==> src/verilog/ebics_params.svh <==
// constants for the external bus chip select assignment block
`ifndef EBICS_PARAMS_SVH
`define EBICS_PARAMS_SVH
`define EBICS_BASE_ADDR      32'hFFFFFF60
`define EBICS_OFF_ASSIGN     8'h00
`define EBICS_OFF_CONFIG     8'h04
`define EBICS_OFF_RSVD0      8'h08
`define EBICS_OFF_RSVD1      8'h0C
`define EBICS_OFF_BOOT       8'h10
`define EBICS_BIT_CS0        0
`define EBICS_BIT_CS1        1
`define EBICS_BIT_CS3        3
`define EBICS_BIT_CS4        4
`define EBICS_BIT_PULLUP     0
`define EBICS_ASSIGN_MASK    32'h0000001B
`define EBICS_CONFIG_MASK    32'h00000001
`define EBICS_RESET_VAL      32'h00000000
`define EBICS_ADDR_IO_BIT    23
`define EBICS_ADDR_ATTR_BIT  22
`define EBICS_BOOT_DBW_16    2'h1
`endif

==> src/verilog/ebics_pkg.sv <==
// types shared by the chip select assignment block
package ebics_pkg;
   typedef struct packed {
      logic       cs0_route;
      logic       cs1_route;
      logic       cs3_route;
      logic       cs4_route;
      logic       pullup_off;
   } ebics_cfg_s;
   typedef enum logic [1:0] {EBICS_CTL_STATIC, EBICS_CTL_BURST, EBICS_CTL_SDRAM} ebics_ctl_e;
endpackage

==> src/verilog/ebics_cfg_if.sv <==
// configuration carried from the register file to the pin mux
`timescale 1ns/1ps
`default_nettype none
interface ebics_cfg_if;
   ebics_pkg::ebics_cfg_s cfg;
   modport regs (output cfg);
   modport mux  (input cfg);
endinterface
`default_nettype wire

==> src/verilog/ebics_pin_mux.sv <==
// registered pin multiplexer for chip selects and shared strobes
`timescale 1ns/1ps
`default_nettype none
`include "ebics_params.svh"
module ebics_pin_mux
(
   // clock and reset
   input  wire logic        clk,
   input  wire logic        rst_n,
   // configuration
   ebics_cfg_if.mux         cfg_if,
   // controller side
   input  wire logic        smc_cs0_n,
   input  wire logic        smc_cs1_n,
   input  wire logic        smc_cs3_n,
   input  wire logic        smc_cs4_n,
   input  wire logic        smc_cs5_n,
   input  wire logic        smc_cs6_n,
   input  wire logic        burst_cs0_n,
   input  wire logic        sdram_cs1_n,
   input  wire logic        smc_rd_n,
   input  wire logic        smc_wr_n,
   input  wire logic [25:0] smc_addr,
   input  wire logic        burst_flash_advance,
   input  wire logic        pad_ready_in,
   // pin side
   output logic             pin_cs0_n,
   output logic             pin_cs1_n,
   output logic             pin_cs3_n,
   output logic             chip_select_four_n,
   output logic             chip_select_five_n,
   output logic             chip_select_six_n,
   output logic             nand_read_strobe,
   output logic             nand_write_strobe,
   output logic             ready_pad_oe,
   output logic             burst_flash_ready,
   output logic             card_io_mode,
   output logic             card_attr_sel
);
   typedef struct packed {
      logic cs0_n;
      logic cs1_n;
      logic cs3_n;
      logic cs4_n;
      logic cs5_n;
      logic cs6_n;
      logic nrd;
      logic nwr;
      logic oe;
      logic rdy;
      logic io;
      logic attr;
   } ebics_mux_s;
   ebics_mux_s st_reg;
   ebics_mux_s st_next;
   ebics_pkg::ebics_cfg_s c;
   assign c = cfg_if.cfg;
   always_comb
   begin
      st_next = st_reg;
      st_next.cs0_n = c.cs0_route ? burst_cs0_n : smc_cs0_n;
      st_next.cs1_n = c.cs1_route ? sdram_cs1_n : smc_cs1_n;
      st_next.cs3_n = smc_cs3_n;
      // nand strobes only follow the controller while chip select 3 is active
      if (c.cs3_route)
      begin
         st_next.nrd = smc_cs3_n | smc_rd_n;
         st_next.nwr = smc_cs3_n | smc_wr_n;
         st_next.oe  = 1'b1;
         st_next.rdy = 1'b1;
      end
      else
      begin
         st_next.nrd = 1'b1;
         st_next.nwr = burst_flash_advance;
         st_next.oe  = 1'b0;
         st_next.rdy = pad_ready_in;
      end
      st_next.cs4_n = smc_cs4_n;
      if (c.cs4_route)
      begin
         // card byte enables follow the card select waveform; only cs5 is gated by a0
         st_next.cs5_n = smc_cs4_n | smc_addr[0];
         st_next.cs6_n = smc_cs4_n;
         st_next.io    = smc_addr[`EBICS_ADDR_IO_BIT];
         st_next.attr  = smc_addr[`EBICS_ADDR_ATTR_BIT];
      end
      else
      begin
         st_next.cs5_n = smc_cs5_n;
         st_next.cs6_n = smc_cs6_n;
         st_next.io    = 1'b0;
         st_next.attr  = 1'b0;
      end
   end
   always_ff @(posedge clk or negedge rst_n)
   begin
      if (!rst_n)
         st_reg <= '{cs0_n: 1'b1, cs1_n: 1'b1, cs3_n: 1'b1, cs4_n: 1'b1, cs5_n: 1'b1, cs6_n: 1'b1,
                     nrd: 1'b1, nwr: 1'b0, oe: 1'b0, rdy: 1'b0, io: 1'b0, attr: 1'b0};
      else
         st_reg <= st_next;
   end
   assign pin_cs0_n          = st_reg.cs0_n;
   assign pin_cs1_n          = st_reg.cs1_n;
   assign pin_cs3_n          = st_reg.cs3_n;
   assign chip_select_four_n = st_reg.cs4_n;
   assign chip_select_five_n = st_reg.cs5_n;
   assign chip_select_six_n  = st_reg.cs6_n;
   assign nand_read_strobe   = st_reg.nrd;
   assign nand_write_strobe  = st_reg.nwr;
   assign ready_pad_oe       = st_reg.oe;
   assign burst_flash_ready  = st_reg.rdy;
   assign card_io_mode       = st_reg.io;
   assign card_attr_sel      = st_reg.attr;
endmodule
`default_nettype wire

==> src/verilog/ebics_top.sv <==
// chip select assignment and bus configuration registers with pin routing
`timescale 1ns/1ps
`default_nettype none
`include "ebics_params.svh"
module ebics_top
(
   // clock and reset
   input  wire logic        clk,
   input  wire logic        rst_n,
   // register port
   input  wire logic [31:0] reg_addr,
   input  wire logic [31:0] reg_wdata,
   input  wire logic        reg_wr,
   input  wire logic        reg_rd,
   output logic      [31:0] reg_rdata,
   // controller side
   input  wire logic        smc_cs0_n,
   input  wire logic        smc_cs1_n,
   input  wire logic        smc_cs3_n,
   input  wire logic        smc_cs4_n,
   input  wire logic        smc_cs5_n,
   input  wire logic        smc_cs6_n,
   input  wire logic        burst_cs0_n,
   input  wire logic        sdram_cs1_n,
   input  wire logic        smc_rd_n,
   input  wire logic        smc_wr_n,
   input  wire logic [25:0] smc_addr,
   input  wire logic        burst_flash_advance,
   input  wire logic        pad_ready_in,
   // pins and status
   output logic             pin_cs0_n,
   output logic             pin_cs1_n,
   output logic             pin_cs3_n,
   output logic             chip_select_four_n,
   output logic             chip_select_five_n,
   output logic             chip_select_six_n,
   output logic             nand_read_strobe,
   output logic             nand_write_strobe,
   output logic             ready_pad_oe,
   output logic             burst_flash_ready,
   output logic             card_io_mode,
   output logic             card_attr_sel,
   output logic             data_bus_pullup_off,
   output logic [1:0]       cs0_controller,
   output logic [1:0]       cs1_controller
);
   typedef struct packed {
      ebics_pkg::ebics_cfg_s cfg;
      logic [31:0]           rdata;
      logic                  pullup_off;
      logic [1:0]            cs0_ctl;
      logic [1:0]            cs1_ctl;
   } ebics_top_s;
   ebics_top_s st_reg;
   ebics_top_s st_next;
   logic       hit;
   logic [7:0] off;
   logic [31:0] assign_val;
   logic [31:0] config_val;
   ebics_cfg_if cfg_if ();
   assign hit = (reg_addr[31:8] == 24'(`EBICS_BASE_ADDR >> 8));
   // base-relative offset; the page compare above has already matched the upper bits
   assign off = 8'(reg_addr[7:0] - 8'(`EBICS_BASE_ADDR));
   assign assign_val = {27'h0, st_reg.cfg.cs4_route, st_reg.cfg.cs3_route, 1'b0,
                        st_reg.cfg.cs1_route, st_reg.cfg.cs0_route};
   assign config_val = {31'h0, st_reg.cfg.pullup_off};
   always_comb
   begin
      st_next = st_reg;
      st_next.rdata = 32'h0;
      if (hit && reg_wr)
      begin
         case (off)
            `EBICS_OFF_ASSIGN:
            begin
               st_next.cfg.cs0_route = reg_wdata[`EBICS_BIT_CS0];
               st_next.cfg.cs1_route = reg_wdata[`EBICS_BIT_CS1];
               st_next.cfg.cs3_route = reg_wdata[`EBICS_BIT_CS3];
               st_next.cfg.cs4_route = reg_wdata[`EBICS_BIT_CS4];
            end
            `EBICS_OFF_CONFIG: st_next.cfg.pullup_off = reg_wdata[`EBICS_BIT_PULLUP];
            default: st_next.cfg = st_reg.cfg;
         endcase
      end
      if (hit && reg_rd)
      begin
         case (off)
            `EBICS_OFF_ASSIGN: st_next.rdata = assign_val & `EBICS_ASSIGN_MASK;
            `EBICS_OFF_CONFIG: st_next.rdata = config_val & `EBICS_CONFIG_MASK;
            // read-only view of chip select 0 boot setup: byte select, 16-bit, cs-gated strobes
            `EBICS_OFF_BOOT:   st_next.rdata = {28'h0, 1'b1, `EBICS_BOOT_DBW_16, 1'b1};
            default:           st_next.rdata = 32'h0;
         endcase
      end
      st_next.pullup_off = st_next.cfg.pullup_off;
      st_next.cs0_ctl = st_next.cfg.cs0_route ? 2'(ebics_pkg::EBICS_CTL_BURST) : 2'(ebics_pkg::EBICS_CTL_STATIC);
      st_next.cs1_ctl = st_next.cfg.cs1_route ? 2'(ebics_pkg::EBICS_CTL_SDRAM) : 2'(ebics_pkg::EBICS_CTL_STATIC);
   end
   always_ff @(posedge clk or negedge rst_n)
   begin
      if (!rst_n)
         st_reg <= '0;
      else
         st_reg <= st_next;
   end
   assign cfg_if.cfg = st_reg.cfg;
   ebics_pin_mux u_ebics_pin_mux
   (
      .clk                 (clk),
      .rst_n               (rst_n),
      .cfg_if              (cfg_if),
      .smc_cs0_n           (smc_cs0_n),
      .smc_cs1_n           (smc_cs1_n),
      .smc_cs3_n           (smc_cs3_n),
      .smc_cs4_n           (smc_cs4_n),
      .smc_cs5_n           (smc_cs5_n),
      .smc_cs6_n           (smc_cs6_n),
      .burst_cs0_n         (burst_cs0_n),
      .sdram_cs1_n         (sdram_cs1_n),
      .smc_rd_n            (smc_rd_n),
      .smc_wr_n            (smc_wr_n),
      .smc_addr            (smc_addr),
      .burst_flash_advance (burst_flash_advance),
      .pad_ready_in        (pad_ready_in),
      .pin_cs0_n           (pin_cs0_n),
      .pin_cs1_n           (pin_cs1_n),
      .pin_cs3_n           (pin_cs3_n),
      .chip_select_four_n  (chip_select_four_n),
      .chip_select_five_n  (chip_select_five_n),
      .chip_select_six_n   (chip_select_six_n),
      .nand_read_strobe    (nand_read_strobe),
      .nand_write_strobe   (nand_write_strobe),
      .ready_pad_oe        (ready_pad_oe),
      .burst_flash_ready   (burst_flash_ready),
      .card_io_mode        (card_io_mode),
      .card_attr_sel       (card_attr_sel)
   );
   assign reg_rdata           = st_reg.rdata;
   assign data_bus_pullup_off = st_reg.pullup_off;
   assign cs0_controller      = st_reg.cs0_ctl;
   assign cs1_controller      = st_reg.cs1_ctl;
endmodule
`default_nettype wire

==> config.mk <==
export PLATFORM = sky130hd
export DESIGN_NAME = ebics_top
export DESIGN_NICKNAME = d
export VERILOG_FILES = /design/src/verilog/ebics_pkg.sv /design/src/verilog/ebics_cfg_if.sv /design/src/verilog/ebics_pin_mux.sv /design/src/verilog/ebics_top.sv
export VERILOG_INCLUDE_DIRS = /design/src /design/src/verilog
export SDC_FILE = /design/constraint.sdc
export NUM_CORES = 1
export LEC_CHECK = 0
export ABC_AREA = 0
export BUFFER_PORTS_ARGS = -buffer_cell sky130_fd_sc_hd__clkbuf_2
export CORE_ASPECT_RATIO = 0.9
export CORE_MARGIN = 1
export CORE_UTILIZATION = 30
export CTS_CLUSTER_SIZE = 20
export DETAILED_ROUTE_END_ITERATION = 12
export HOLD_SLACK_MARGIN = 0.08
export PLACE_DENSITY = 0.79
export SLEW_MARGIN = 20
export SYNTH_ARGS = -nofsm -noshare
export SYNTH_HDL_FRONTEND = slang
export SYNTH_SLANG_ARGS = --single-unit
==> constraint.sdc <==
create_clock -name clk -period 1.2 [get_ports clk]
set_clock_uncertainty 0.2 [all_clocks]
set_input_delay 0.12 -clock clk [delete_from_list [all_inputs] [get_ports clk]]
set_output_delay 0.12 -clock clk [all_outputs]
set_load 0.02 [all_outputs]
Yosys cells after proc, flatten, opt, wreduce, memory -nomap -nowiden

Cells that the tools add are included.

Register bits: 52
Output and inout bits: 49
Logic and storage cells: 44
Bits of input ports: 106

Multiplexer cells: 12
Equal/unequal tests: 3
Bitwise logic cells: 3
Reductions and logical operators: 5
$add $sub $neg: 1

Operators with widths:

| operator                                            | count |
|---|---|
| equality test 24 bit, second input constant         | 1 |
| case mux 5 bit (3 select lines)                     | 1 |
| two-way mux 5 bit                                   | 2 |
| equality test 8 x 3 -> 1 bit, second input constant | 1 |
| equality test 8 x 5 -> 1 bit, second input constant | 1 |
| logical NOT 8 bit                                   | 1 |
| two-way mux 4 bit                                   | 2 |
| subtractor 8 x 7 -> 8 bit, second input constant    | 1 |
| two-way mux 2 bit                                   | 3 |
| two-way mux 1 bit                                   | 4 |
| AND reduction 2 bit                                 | 2 |
| bitwise OR 1 bit                                    | 3 |
| logical AND 1 bit                                   | 2 |

Depth between registers and ports, before layout

Gate-level depths: netlist (run 1).

Depth in word-level cells: 5
Depth in mapped cells: 5
Depth with buffers taken out: 5

Modules after synthesis

Synthesis (run 1) repeated with hierarchy kept, for this count alone.

Cell total of the unflattened synthesis: 103
Area total of the unflattened synthesis: 1132.3 µm²

By module, submodules not included:

| module        | instances | area each (µm²) | cells each | seq. area each (µm²) |
|---|---|---|---|---|
| ebics_top     | 1         | 732.0           | 77         | 225.2 |
| ebics_pin_mux | 1         | 400.4           | 26         | 309.0 |

Worst setup path after synthesis (run 1)

No wires, ideal clock.

Path type: input-to-reg
From: in reg_addr[5]
To: reg st_reg (netlist bit assign_val[0])
Arrival time: 1.285 ns
Stages on the path: 5
Setup time: 0.125 ns
Path buffers: 0
Required time: 0.875 ns
Path slack: -0.410 ns
Cell sequence: ha_1 nand4b_1 nor4_4 nand4_2 mux2_2

Cells in the longest elaborated chain, start to end: 4

RTL lines:

| item                      | line             | RTL |
|---|---|---|
| start, declared           | ebics_top.sv:11  | `input wire logic [31:0] reg_addr,` |
| subtractor 8 x 7 -> 8 bit | ebics_top.sv:63  | `` assign off = 8'(reg_addr[7:0] - 8'(`EBICS_BASE_ADDR)); `` |
| logical NOT 8 bit         | ebics_top.sv:73  | `case (off)` |
| two-way mux 4 bit         | ebics_top.sv:73  |  |
| two-way mux 5 bit         | ebics_top.sv:71  | `if (hit && reg_wr)` |
| end signal, assigned      | ebics_top.sv:104 | `st_reg <= st_next;` |
| end, declared             | ebics_top.sv:54  | `ebics_top_s st_reg;` |

No other way between the ends.
A chain may end at the register's enable or synchronous reset.

Worst setup path after layout (run 1)

From: in reg_addr[5]
To: reg st_reg (netlist bit data_bus_pullup_off)

Cells in the longest elaborated chain, start to end: 3

RTL lines:

| item                          | line |
|---|---|
| subtractor 8 x 7 -> 8 bit     | ebics_top.sv:63 |
| equality test 8 x 3 -> 1 bit  | ebics_top.sv:73 |
| AND reduction 2 bit (no line) | -- |

No other way between the ends.

==> key figures, run 1 <==
Status
  – Outcome: finished with violations
  – Failing checks: hold timing, setup timing

Floorplanning
  – CORE AREA: 0.00348 mm²
  – Die footprint: 0.00400 mm²
  – IO Count: 155
  – Cell Rows: 20
  – Die Width: 66.6 µm
  – Die height: 60.1 µm
  – Initial Util: 0.324

Global routing
  – Initial antenna violation count: 0
  – Vias in the first global route: 976
  – Residual overflow from global routing: 0
  – Total GRT Usage: 0.134
  – First-pass GRT wire length: 4.04 mm
  – Pin count of the biggest net entering global routing: 22

Yosys
  – Count leader, synth: buf_4
  – Ys Warns: 0
  – Number of synthesized flops with an enable pin: 0
  – Sequential-to-total area share from yosys stat: 0.474
  – Syn Inst Count: 103
  – Yosys cell types: 25
  – Top area cells in the synthesized netlist: dfrtp_1 31%, buf_4 21%, dfstp_2 16%, mux2_2 8.0%, nor2_1 4.0%
  – Synth Register Bits: 21
  – Dominant synthesized flop cell: dfrtp_1
  – Mean Syn Cell Area: 10.9 µm²
  – Post-synth top cells: 32 x buf_4, 14 x dfrtp_1, 12 x nor2_1, 8 x mux2_2
  – Synthesized area: 0.00113 mm²
  – FFs w/ async S/R, synth: 1.00
  – Synth area leader: dfrtp_1
  – Synth top area share: 0.311

Clock network
  – # hold bufs at CTS: 20
  – CTS Buffer Depth: 2
  – Clock Latency Late Sink: 0.25 ns
  – Clock Tree Root: clkbuf_8
  – Clk slew on worst S/H paths: 0.07 ns
  – H-tree levels: 1
  – CTS Sinks: 21
  – CTS buffer count: 3
  – CTS tree: built

Worst setup path
  – Crit-path cells: buf_8 -> ha_4 -> nand4b_1 -> nor4_4 -> buf_4 -> nand4_1 -> mux2_4
  – Crit path max-delay cell type: mux2_4
  – Critical Path RT: 1.14 ns
  – Max Fanout on Critical Path: 3
  – Cell family with most CP delay: simple AND/OR/NAND/NOR gates
  – Critical Path Start Type: input port
  – Slowest stage delay, CP: 0.32 ns
  – Bufs and invs on worst path: 2
  – Crit path DAT: 1.43 ns
  – Crit end category: flop
  – Reg2reg setup slack: -0.02 ns
  – Worst Setup Path Type: in -> reg

STA
  – Min Clock Period, post-route: 1.50 ns
  – Post-route setup slack: -0.296 ns
  – Unrepaired setup endpoints after global routing: yes
  – Fin crit share: 1.25
  – Final hold slack: -0.0316 ns
  – Final Hold Viols: 1
  – Fmax: 0.669 GHz
  – Setup violations, final: 17
  – Slew Viols, Final: 0
  – Setup_tns: -2.03 ns

Layout
  – Share of layout cells above drive strength 1: 0.536
  – Ant. Diodes: 0
  – Fin nets: 319
  – Fin area: 0.00190 mm²
  – Fillers: 321
  – P&R area growth vs syn: 69.1%

Route
  – Post-route DRC violation count: 0
  – DR WL/cell: 10.6 µm
  – Drt via density: 4.07
  – Pre-Repair DR Iteration Count: 4
  – Vias after detailed routing: 1038
  – DRT iter0 DRCs: 31
  – Post-DRT Antenna Nets: 0
  – Detailed-route wire length: 2.69 mm

Power
  – Internal power: 1.13 mW
  – Sequential share of power: 0.482
  – Worst VDD drop: 0.566 mV
  – Comb pwr share: 0.230
  – Sw Pwr: 0.396 mW
  – Switching share of power: 0.259
  – Clock power frac: 0.288
  – Power per cell area: 803 mW/mm²
  – Static Leakage: 1.01 nW
  – Power Total: 1.53 mW

Placed design
  – Placed cell area: 0.00151 mm²
  – Gpl congestion: 0.764
  – HPWL Detailed: 2.07 mm
  – I/O Buffers: 73

Min path
  – HP Class: in -> reg

Job
  – MaxCap Viol Count: 0
cells by family after synthesis:
kind of cell / count (synthesis) / share of synthesized area
xor gates and xnor gates: 1 / 0.00778
buffers and inverters: 33 / 0.217
other: 1 / 0.00333
muxes: 8 / 0.0800
DFF: 21 / 0.474
and+or+nand+nor: 35 / 0.190
adders and majority gates: 1 / 0.0111
AOI/OAI and AO/OA: 3 / 0.0167
tightest hold or removal path, cell delays in order:
cell	delay, ns
clkbuf_2	0.09
buf_4	0.12
a2111oi_2	0.05
stage by stage:
| step | utilization | setup slack (ns) | instances |
|---|---|---|---|
| 5_1_grt | 0.547 | -0.347 | 255 |
| 4_1_cts | 0.540 | -0.290 | 254 |
| 3_3_place_gp | 0.433 | -0.513 | 227 |
| 2_1_floorplan | - | -0.375 | 132 |
| 6_report | 0.547 | -0.296 | 255 |
| 3_5_place_dp | 0.433 | -0.569 | 227 |
registers in the layout, indices dropped and copies added (netlist names):
| register | count |
|---|---|
| u_ebics_pin_mux.card_attr_sel | 1 |
| u_ebics_pin_mux.chip_select_six_n | 1 |
| assign_val | 3 |
| u_ebics_pin_mux.pin_cs0_n | 1 |
| reg_rdata | 4 |
| u_ebics_pin_mux.ready_pad_oe | 1 |
| u_ebics_pin_mux.nand_write_strobe | 1 |
| data_bus_pullup_off | 1 |
| cs1_controller | 1 |
| u_ebics_pin_mux.pin_cs1_n | 1 |
| u_ebics_pin_mux.chip_select_five_n | 1 |
| u_ebics_pin_mux.chip_select_four_n | 1 |
| u_ebics_pin_mux.burst_flash_ready | 1 |
| u_ebics_pin_mux.card_io_mode | 1 |
| u_ebics_pin_mux.nand_read_strobe | 1 |
| u_ebics_pin_mux.pin_cs3_n | 1 |
layout by cell type, fill, tap and decap left out:
| cell | netlist | layout |
|---|---|---|
| clkbuf_2 | 0 | 63 |
| conb_1 | 1 | 30 |
| dlygate4sd3_1 | 0 | 20 |
| dfrtp_1 | 14 | 14 |
| buf_4 | 32 | 13 |
| nor2_1 | 12 | 12 |
| buf_8 | 0 | 9 |
| nand4_1 | 7 | 7 |
| dfstp_2 | 7 | 7 |
| mux2_2 | 8 | 6 |
| clkbuf_8 | 0 | 4 |
| nand2_1 | 2 | 2 |
| and2_1 | 2 | 2 |
| a21oi_1 | 2 | 2 |
| mux2_4 | 0 | 2 |
| or3_1 | 1 | 1 |
| nand4b_1 | 1 | 1 |
| nor4_4 | 1 | 1 |
| xnor2_1 | 1 | 1 |
| nor3b_1 | 2 | 1 |
| nand2b_1 | 1 | 1 |
| nor3_1 | 1 | 1 |
| nand3_2 | 0 | 1 |
| a2111oi_2 | 0 | 1 |
| or2_2 | 1 | 1 |
| nor3b_2 | 0 | 1 |
| nor2b_1 | 1 | 1 |
| nor4_2 | 1 | 1 |
| nand4_2 | 1 | 1 |
| inv_1 | 1 | 1 |
| ha_4 | 0 | 1 |
| clkbuf_1 | 0 | 1 |
| buf_6 | 0 | 1 |
layer usage:
| layer | global-route usage | share of wire |
|---|---|---|
| met1 | 0.137 | 0.37 |
| met2 | 0.270 | 0.56 |
| met3 | 0.0344 | 0.063 |
| met4 | 0.0274 | 0.0085 |
| met5 | 0 | 0 |
final timing paths:
path	startpoint	end	cells after the start
worst max-delay path	reg_addr[5]	data_bus_pullup_off$_DFFE_PN0P_	7
worst min-delay path	reg_addr[2]	reg_rdata[0]$_DFF_PN0_	3
worst max register to register	assign_val[0]$_DFFE_PN0P_	reg_rdata[0]$_DFF_PN0_	3
worst min register to register	assign_val[3]$_DFFE_PN0P_	u_ebics_pin_mux.ready_pad_oe$_DFF_PN0_	0
max in group asynchronous	rst_n	u_ebics_pin_mux.pin_cs0_n$_DFF_PN1_	2
min in group asynchronous	rst_n	u_ebics_pin_mux.card_io_mode$_DFF_PN0_	2
area by class of cell:
cell class	instances	area (µm²)	share of cell area
multi-input combinational	78	493	0.259
sequential	21	534	0.281
inverter	1	3.75	0.00197
timing repair buffer	107	773	0.406
clock buffer	4	45.0	0.0237
tap	44	55.1	0.0289
power by group through the flow:
stage	sequential, mW	combinational, mW	clock, mW
finish	0.737	0.351	0.441
global route	0.739	0.381	0.488
CTS	0.735	0.347	0.462
detailed placement	0.746	0.275	0
global placement	0.745	0.269	0
floorplan	0.765	0.192	0
what timing repair did:
item	4_1_cts	5_1_grt
endpoints found under the hold margin	41	3
gates resized for setup	23	11
setup buffers	4	1
pin swaps	1	1
setup endpoints to repair	19	18
(Power assumes the default switching activity.)
==> inputs of run 2 (changes only) <==
Settings changed: CORE_MARGIN 1 to 8.
==> run 2 against run 1 <==
  * Highest routed layer unchanged
  * Final area shrank 2.3%
  * Via count shrank 3.9%
  * Routed wire length grew 17%
  * Global-route usage shrank 3.5 points
  * Critical path depth is the same
  * The flow still finishes with violations (hold timing, setup timing)
  * Non-clock buffer count shrank 5
  * First-iteration DRC count shrank 55%
  * Hold slack lost 0.013 ns
  * Utilization shrank 3.8 points
  * Largest power group unchanged
  * Power grew 0.27%
  * Setup slack gained 0.063 ns
  * Register-to-register slack is essentially flat
==> key figures, run 2 (synthesis gave the netlist of run 1 again) <==
STA
  – Fin crit share: 1.19 (was 1.25)
  – Min Clock Period, post-route: 1.43 ns (was 1.50 ns)
  – Final Hold Viols: 1 (unchanged)
  – Setup_tns: -1.69 ns (was -2.03 ns)
  – Setup violations, final: 16 (was 17)
  – Post-route setup slack: -0.232 ns (was -0.296 ns)
  – Fmax: 0.698 GHz (was 0.669 GHz)
  – Final hold slack: -0.0448 ns (was -0.0316 ns)
  – Slew Viols, Final: 0 (unchanged)
  – Unrepaired setup endpoints after global routing: yes (unchanged)

Worst setup path
  – Worst Setup Path Type: in -> reg (unchanged)
  – Slowest stage delay, CP: 0.29 ns (was 0.32 ns)
  – Crit path DAT: 1.37 ns (was 1.43 ns)
  – Max Fanout on Critical Path: 3 (unchanged)
  – Crit end category: flop (unchanged)
  – Crit-path cells: buf_8 -> ha_4 -> nand4b_1 -> nor4_4 -> buf_4 -> nand4_1 -> mux2_2 (was buf_8 -> ha_4 -> nand4b_1 -> nor4_4 -> buf_4 -> nand4_1 -> mux2_4)
  – Critical Path RT: 1.14 ns (about the same)
  – Crit path max-delay cell type: mux2_2 (was mux2_4)
  – Critical Path Start Type: input port (unchanged)

Status
  – Outcome: finished with violations (unchanged)
  – Failing checks: hold timing, setup timing (unchanged)

Layout
  – Most frequent cells in the layout: 62 x clkbuf_2, 30 x conb_1, 21 x dlygate4sd3_1 (was 63 x clkbuf_2, 30 x conb_1, 20 x dlygate4sd3_1)
  – Share of layout cells above drive strength 1: 0.515 (was 0.536)
  – Max reg flops: 4 (unchanged)
  – P&R area growth vs syn: 65.2% (was 69.1%)
  – Fillers: 326 (was 321)
  – Fin nets: 314 (was 319)
  – Layout Utilization: 0.509 (was 0.547)
  – Most common cell after layout, fill and taps aside: clkbuf_2 (unchanged)
  – Ant. Diodes: 0 (unchanged)

Clock network
  – Clk slew on worst S/H paths: 0.07 ns (about the same)
  – H-tree levels: 1 (unchanged)
  – # hold bufs at CTS: 21 (was 20)
  – CTS Sinks: 21 (unchanged)
  – CTS Buffer Depth: 2 (unchanged)
  – Clock Tree Root: clkbuf_8 (unchanged)
  – CTS buffer count: 3 (unchanged)
  – CTS tree: built (unchanged)
  – Clock Latency Late Sink: 0.25 ns (about the same)

Placed design
  – Gpl congestion: 0.767 (was 0.764)
  – I/O Buffers: 73 (unchanged)
  – HPWL Detailed: 2.56 mm (was 2.07 mm)

Floorplanning
  – Die height: 74.1 µm (was 60.1 µm)
  – Die Width: 80.6 µm (was 66.6 µm)
  – IO Count: 155 (unchanged)
  – CORE AREA: 0.00365 mm² (was 0.00348 mm²)
  – Die footprint: 0.00597 mm² (was 0.00400 mm²)
  – Cell Rows: 21 (was 20)
  – Initial Util: 0.308 (was 0.324)

Global routing
  – First-pass GRT wire length: 4.78 mm (was 4.04 mm)
  – Residual overflow from global routing: 0 (unchanged)
  – Vias in the first global route: 1145 (was 976)
  – Pin count of the biggest net entering global routing: 22 (unchanged)
  – Initial antenna violation count: 0 (unchanged)
  – Total GRT Usage: 0.0987 (was 0.134)

Route
  – Pre-Repair DR Iteration Count: 4 (unchanged)
  – DR WL/cell: 12.5 µm (was 10.6 µm)
  – Detailed-route wire length: 3.15 mm (was 2.69 mm)
  – Vias after detailed routing: 997 (was 1038)
  – Post-DRT Antenna Nets: 0 (unchanged)
  – Drt via density: 3.96 (was 4.07)
  – Post-route DRC violation count: 0 (unchanged)
  – DRT iter0 DRCs: 14 (was 31)

Job
  – MaxCap Viol Count: 0 (unchanged)

Power
  – Static Leakage: 0.978 nW (was 1.01 nW)
  – Power per cell area: 824 mW/mm² (was 803 mW/mm²)
  – Worst VDD drop: 0.396 mV (was 0.566 mV)

Min path
  – HP Class: in -> reg (unchanged)
## run 2: final timing paths
kind / start / endpoint / slack [ns] / cells after the start
min in group asynchronous: rst_n / u_ebics_pin_mux.nand_write_strobe$_DFF_PN0_ / 0.16 / 2
max in group asynchronous: rst_n / u_ebics_pin_mux.pin_cs1_n$_DFF_PN1_ / 0.28 / 2
worst min register to register: assign_val[3]$_DFFE_PN0P_ / u_ebics_pin_mux.ready_pad_oe$_DFF_PN0_ / 0.33 / 0
worst max-delay path: reg_addr[5] / data_bus_pullup_off$_DFFE_PN0P_ / -0.23 / 7
worst min-delay path: reg_addr[2] / reg_rdata[0]$_DFF_PN0_ / -0.04 / 3
worst max register to register: assign_val[0]$_DFFE_PN0P_ / reg_rdata[0]$_DFF_PN0_ / -0.01 / 3
## run 2: worst max-delay path: cells and delay by family
kind	cells	cell delay, ns
AND/OR/NAND/NOR	3	0.48
multiplexers	1	0.29
buffers and inverters	2	0.27
adder cells (fa/ha/maj)	1	0.21
## run 2: routing by layer
metal  vias up  part of all wire  GRT usage
met3         4             0.081     0.0217
met5         -                 0          0
met4         0             0.014     0.0423
met1       452              0.35      0.108
met2        49              0.55      0.179
li1        492                 -          -
## run 2: final cells by class
cell class / instances / area [µm²] / area share
Inverter: 1 / 3.75 / 0.00202
Multi-Input combinational cell: 78 / 484 / 0.260
Tap cell: 46 / 57.6 / 0.0309
Clock buffer: 4 / 45.0 / 0.0242
Sequential cell: 21 / 534 / 0.287
Timing Repair Buffer: 102 / 736 / 0.395
## run 2: repair_timing
action / 4_1_cts / 5_1_grt
hold endpoints to repair: 41 / 1
pin swaps: 1 / 2
endpoints found under the setup margin: 19 / 18
cloned: 0 / 0
buffers inserted: 1 / 1
resized for setup: 22 / 9
## run 2: metrics by stage
| step | power [mW] | std cells | instance area [µm²] | setup WS [ns] |
|---|---|---|---|---|
| 5_1_grt | 1.61 | 252 | 1860 | -0.330 |
| 4_1_cts | 1.53 | 251 | 1840 | -0.266 |
| 6_report | 1.53 | 252 | 1860 | -0.232 |
| 3_3_place_gp | 1.01 | 227 | 1490 | -0.516 |
| 3_5_place_dp | 1.01 | 227 | 1490 | -0.537 |
| 2_1_floorplan | 0.958 | 132 | 1250 | -0.375 |
## run 2: where the power goes
part           total, mW  switching, mW  leakage [nW]  internal, mW
combinational      0.353          0.186         0.691         0.166
sequential         0.737        0.00765         0.265         0.730
clock              0.444          0.208        0.0228         0.236
total               1.53          0.402         0.978          1.13
==> inputs of run 3 (changes only) <==
Settings changed: CORE_UTILIZATION 30 to 33, PLACE_DENSITY 0.79 to 0.86.
Clock period 1.2 ns to 1.8 ns, I/O delays scaled along.
==> run 3 against run 2 <==
  * Critical path type unchanged
  * Critical path depth fell by 3
  * The run now ends clean
  * Sequential power fell by 34%
  * Global-route usage rose by 0.77 points
==> key figures, run 3 (synthesis gave the netlist of run 1 again) <==
Status
  – Outcome: complete, no violations (was finished with violations)

Worst setup path
  – Worst Setup Path Type: in -> reg (unchanged)
  – Bufs and invs on worst path: 2 (unchanged)
  – Reg2reg setup slack: 0.19 ns (was -0.01 ns)
  – Critical Path Start Type: input port (unchanged)
  – Crit-path cells: clkbuf_2 -> or3_1 -> dlygate4sd3_1 -> a2111oi_0 (was buf_8 -> ha_4 -> nand4b_1 -> nor4_4 -> buf_4 -> nand4_1 -> mux2_2)
  – Max Fanout on Critical Path: 3 (unchanged)
  – Crit path max-delay cell type: dlygate4sd3_1 (was mux2_2)
  – RR Startpoint: cs1_controller[1]$_DFFE_PN0P_ (was assign_val[0]$_DFFE_PN0P_)
  – FF-to-FF End: u_ebics_pin_mux.pin_cs1_n$_DFF_PN1_ (was reg_rdata[0]$_DFF_PN0_)
  – Cell family with most CP delay: buffers and inverters (was simple AND/OR/NAND/NOR gates)
  – Cell depth of the worst flop-to-flop path: 2 (was 3)
  – Crit end category: flop (unchanged)
  – Crit path DAT: 1.59 ns (was 1.37 ns)
  – Slowest stage delay, CP: 0.57 ns (was 0.29 ns)
  – Critical Path RT: 1.72 ns (was 1.14 ns)
  – Crit path from: reg_addr[1] (was reg_addr[5])

Placed design
  – Gpl congestion: 0.827 (was 0.767)
  – I/O Buffers: 73 (unchanged)
  – Placed cells: 218 (was 227)
  – HPWL Detailed: 2.46 mm (was 2.56 mm)
  – Placed cell area: 0.00142 mm² (was 0.00149 mm²)

STA
  – Unrepaired setup endpoints after global routing: no (was yes)
  – Fmax: 0.601 GHz
  – Final hold slack: 0.131 ns (was -0.0448 ns)
  – Slew Viols, Final: 0 (unchanged)
  – Fin crit share: 0.925
  – Min Clock Period, post-route: 1.66 ns
  – Setup violations, final: 0 (was 16)
  – Final Hold Viols: 0 (was 1)

Power
  – Power per cell area: 584 mW/mm² (was 824 mW/mm²)
  – Worst VDD drop: 0.265 mV (was 0.396 mV)
  – Static Leakage: 0.918 nW (was 0.978 nW)

Clock network
  – CTS Sinks: 21 (unchanged)
  – CTS buffer count: 3 (unchanged)
  – CTS tree: built (unchanged)
  – Clock Tree Root: clkbuf_8 (unchanged)
  – CTS Buffer Depth: 2 (unchanged)
  – H-tree levels: 1 (unchanged)
  – Clk slew on worst S/H paths: 0.08 ns (was 0.07 ns)
  – Clock Latency Late Sink: 0.25 ns (about the same)

Global routing
  – Initial antenna violation count: 0 (unchanged)
  – Vias in the first global route: 1133 (was 1145)
  – Pin count of the biggest net entering global routing: 22 (unchanged)
  – First-pass GRT wire length: 4.95 mm (was 4.78 mm)
  – Total GRT Usage: 0.106 (was 0.0987)
  – Residual overflow from global routing: 0 (unchanged)

Floorplanning
  – Cell Rows: 20 (was 21)
  – Die height: 71.4 µm (was 74.1 µm)
  – Initial Util: 0.338 (was 0.308)
  – Die footprint: 0.00554 mm² (was 0.00597 mm²)
  – CORE AREA: 0.00333 mm² (was 0.00365 mm²)
  – IO Count: 155 (unchanged)
  – Die Width: 77.6 µm (was 80.6 µm)

Min path
  – Min-delay src: reg_rd (was reg_addr[2])
  – HP Class: in -> reg (unchanged)
  – Hold Path Sink: reg_rdata[0]$_DFF_PN0_ (unchanged)
  – Hold path cells: 4 (was 3)

Layout
  – Fillers: 298 (was 326)
  – Share of layout cells above drive strength 1: 0.483 (was 0.515)
  – P&R area growth vs syn: 50.9% (was 65.2%)
  – Fin nets: 309 (was 314)
  – Fin area: 0.00170 mm² (was 0.00186 mm²)
  – Most common cell after layout, fill and taps aside: clkbuf_2 (unchanged)
  – Max reg flops: 4 (unchanged)
  – Finished Layout Cells: 245 (was 252)
  – Ant. Diodes: 0 (unchanged)
  – Most frequent cells in the layout: 73 x clkbuf_2, 30 x conb_1, 23 x dlygate4sd3_1 (was 62 x clkbuf_2, 30 x conb_1, 21 x dlygate4sd3_1)

Route
  – Post-DRT Antenna Nets: 0 (unchanged)
  – DR WL/cell: 12.2 µm (was 12.5 µm)
  – Detailed-route wire length: 3.00 mm (was 3.15 mm)
  – Vias after detailed routing: 987 (was 997)
  – Pre-Repair DR Iteration Count: 2 (was 4)
  – DRT iter0 DRCs: 34 (was 14)
  – Post-route DRC violation count: 0 (unchanged)
  – Drt via density: 4.03 (was 3.96)

Job
  – MaxCap Viol Count: 0 (unchanged)
## run 3: cell types whose count changed in the layout (fill, tap and decap cells not counted), moves of 2 or more
cell and delta:
buf_4 -7, clkbuf_8 -2, dlygate4sd3_1 +2, clkbuf_2 +11
buf_8 -8
## run 3: power by group
part | leakage, nW | switching, mW | internal (mW) | total (mW)
logic | 0.628 | 0.120 | 0.0919 | 0.211
clock network | 0.0255 | 0.140 | 0.153 | 0.293
registers | 0.265 | 0.00242 | 0.486 | 0.488
## run 3: what timing repair did
item,4_1_cts,5_1_grt
setup buffers,0,0
hold buffers,23,0
resized for setup,0,0
hold endpoints to repair,41,0
## run 3: layer usage
layer | up-vias | global-route usage | routed length [µm] | share of wire
met5 | - | 0 | 0 | 0
met3 | 2 | 0.0338 | 191 | 0.064
met1 | 461 | 0.104 | 1100 | 0.37
met4 | 0 | 0.0272 | 11 | 0.0037
met2 | 39 | 0.209 | 1700 | 0.57
li1 | 485 | - | - | -
## run 3: layout make-up
class                   count  area (µm²)  area share
repair buffers             97         603       0.355
flip-flops and latches     21         534       0.314
multi-input cells          78         457       0.269
well taps                  44        55.1      0.0324
clock buffers               3        41.3      0.0243
clock inverters             1        5.00     0.00295
inverters                   1        3.75     0.00221
## run 3: how the worst max path moves through the flow
stage / end / slack, ns / cells past startpoint
after global routing: assign_val[3]$_DFFE_PN0P_ / 0.09 / 5
after CTS: reg_rdata[0]$_DFF_PN0_ / 0.14 / 4
after global placement: cs1_controller[1]$_DFFE_PN0P_ / -0.06 / 6
final: reg_rdata[0]$_DFF_PN0_ / 0.14 / 4
after floorplan: assign_val[0]$_DFFE_PN0P_ / 0.13 / 5
after detailed placement: reg_rdata[0]$_DFF_PN0_ / -0.08 / 7
## run 3: tightest hold or removal path, delay by kind of cell
kind / cells / cell delay [ns]
AND/OR/NAND/NOR: 2 / 0.23
buffers and inverters: 1 / 0.08
AO/OA/AOI/OAI: 1 / 0.06
## run 3: through the flow
step                      utilization  TNS (ns)  setup slack (ns)  power, mW
after floorplan                     -         0             0.130      0.638
after global placement          0.427    -0.285           -0.0608      0.664
after detailed placement        0.427    -0.468           -0.0834      0.668
after CTS                       0.511         0             0.140       1.00
after global routing            0.511         0            0.0918       1.04
final                           0.511         0             0.135      0.993
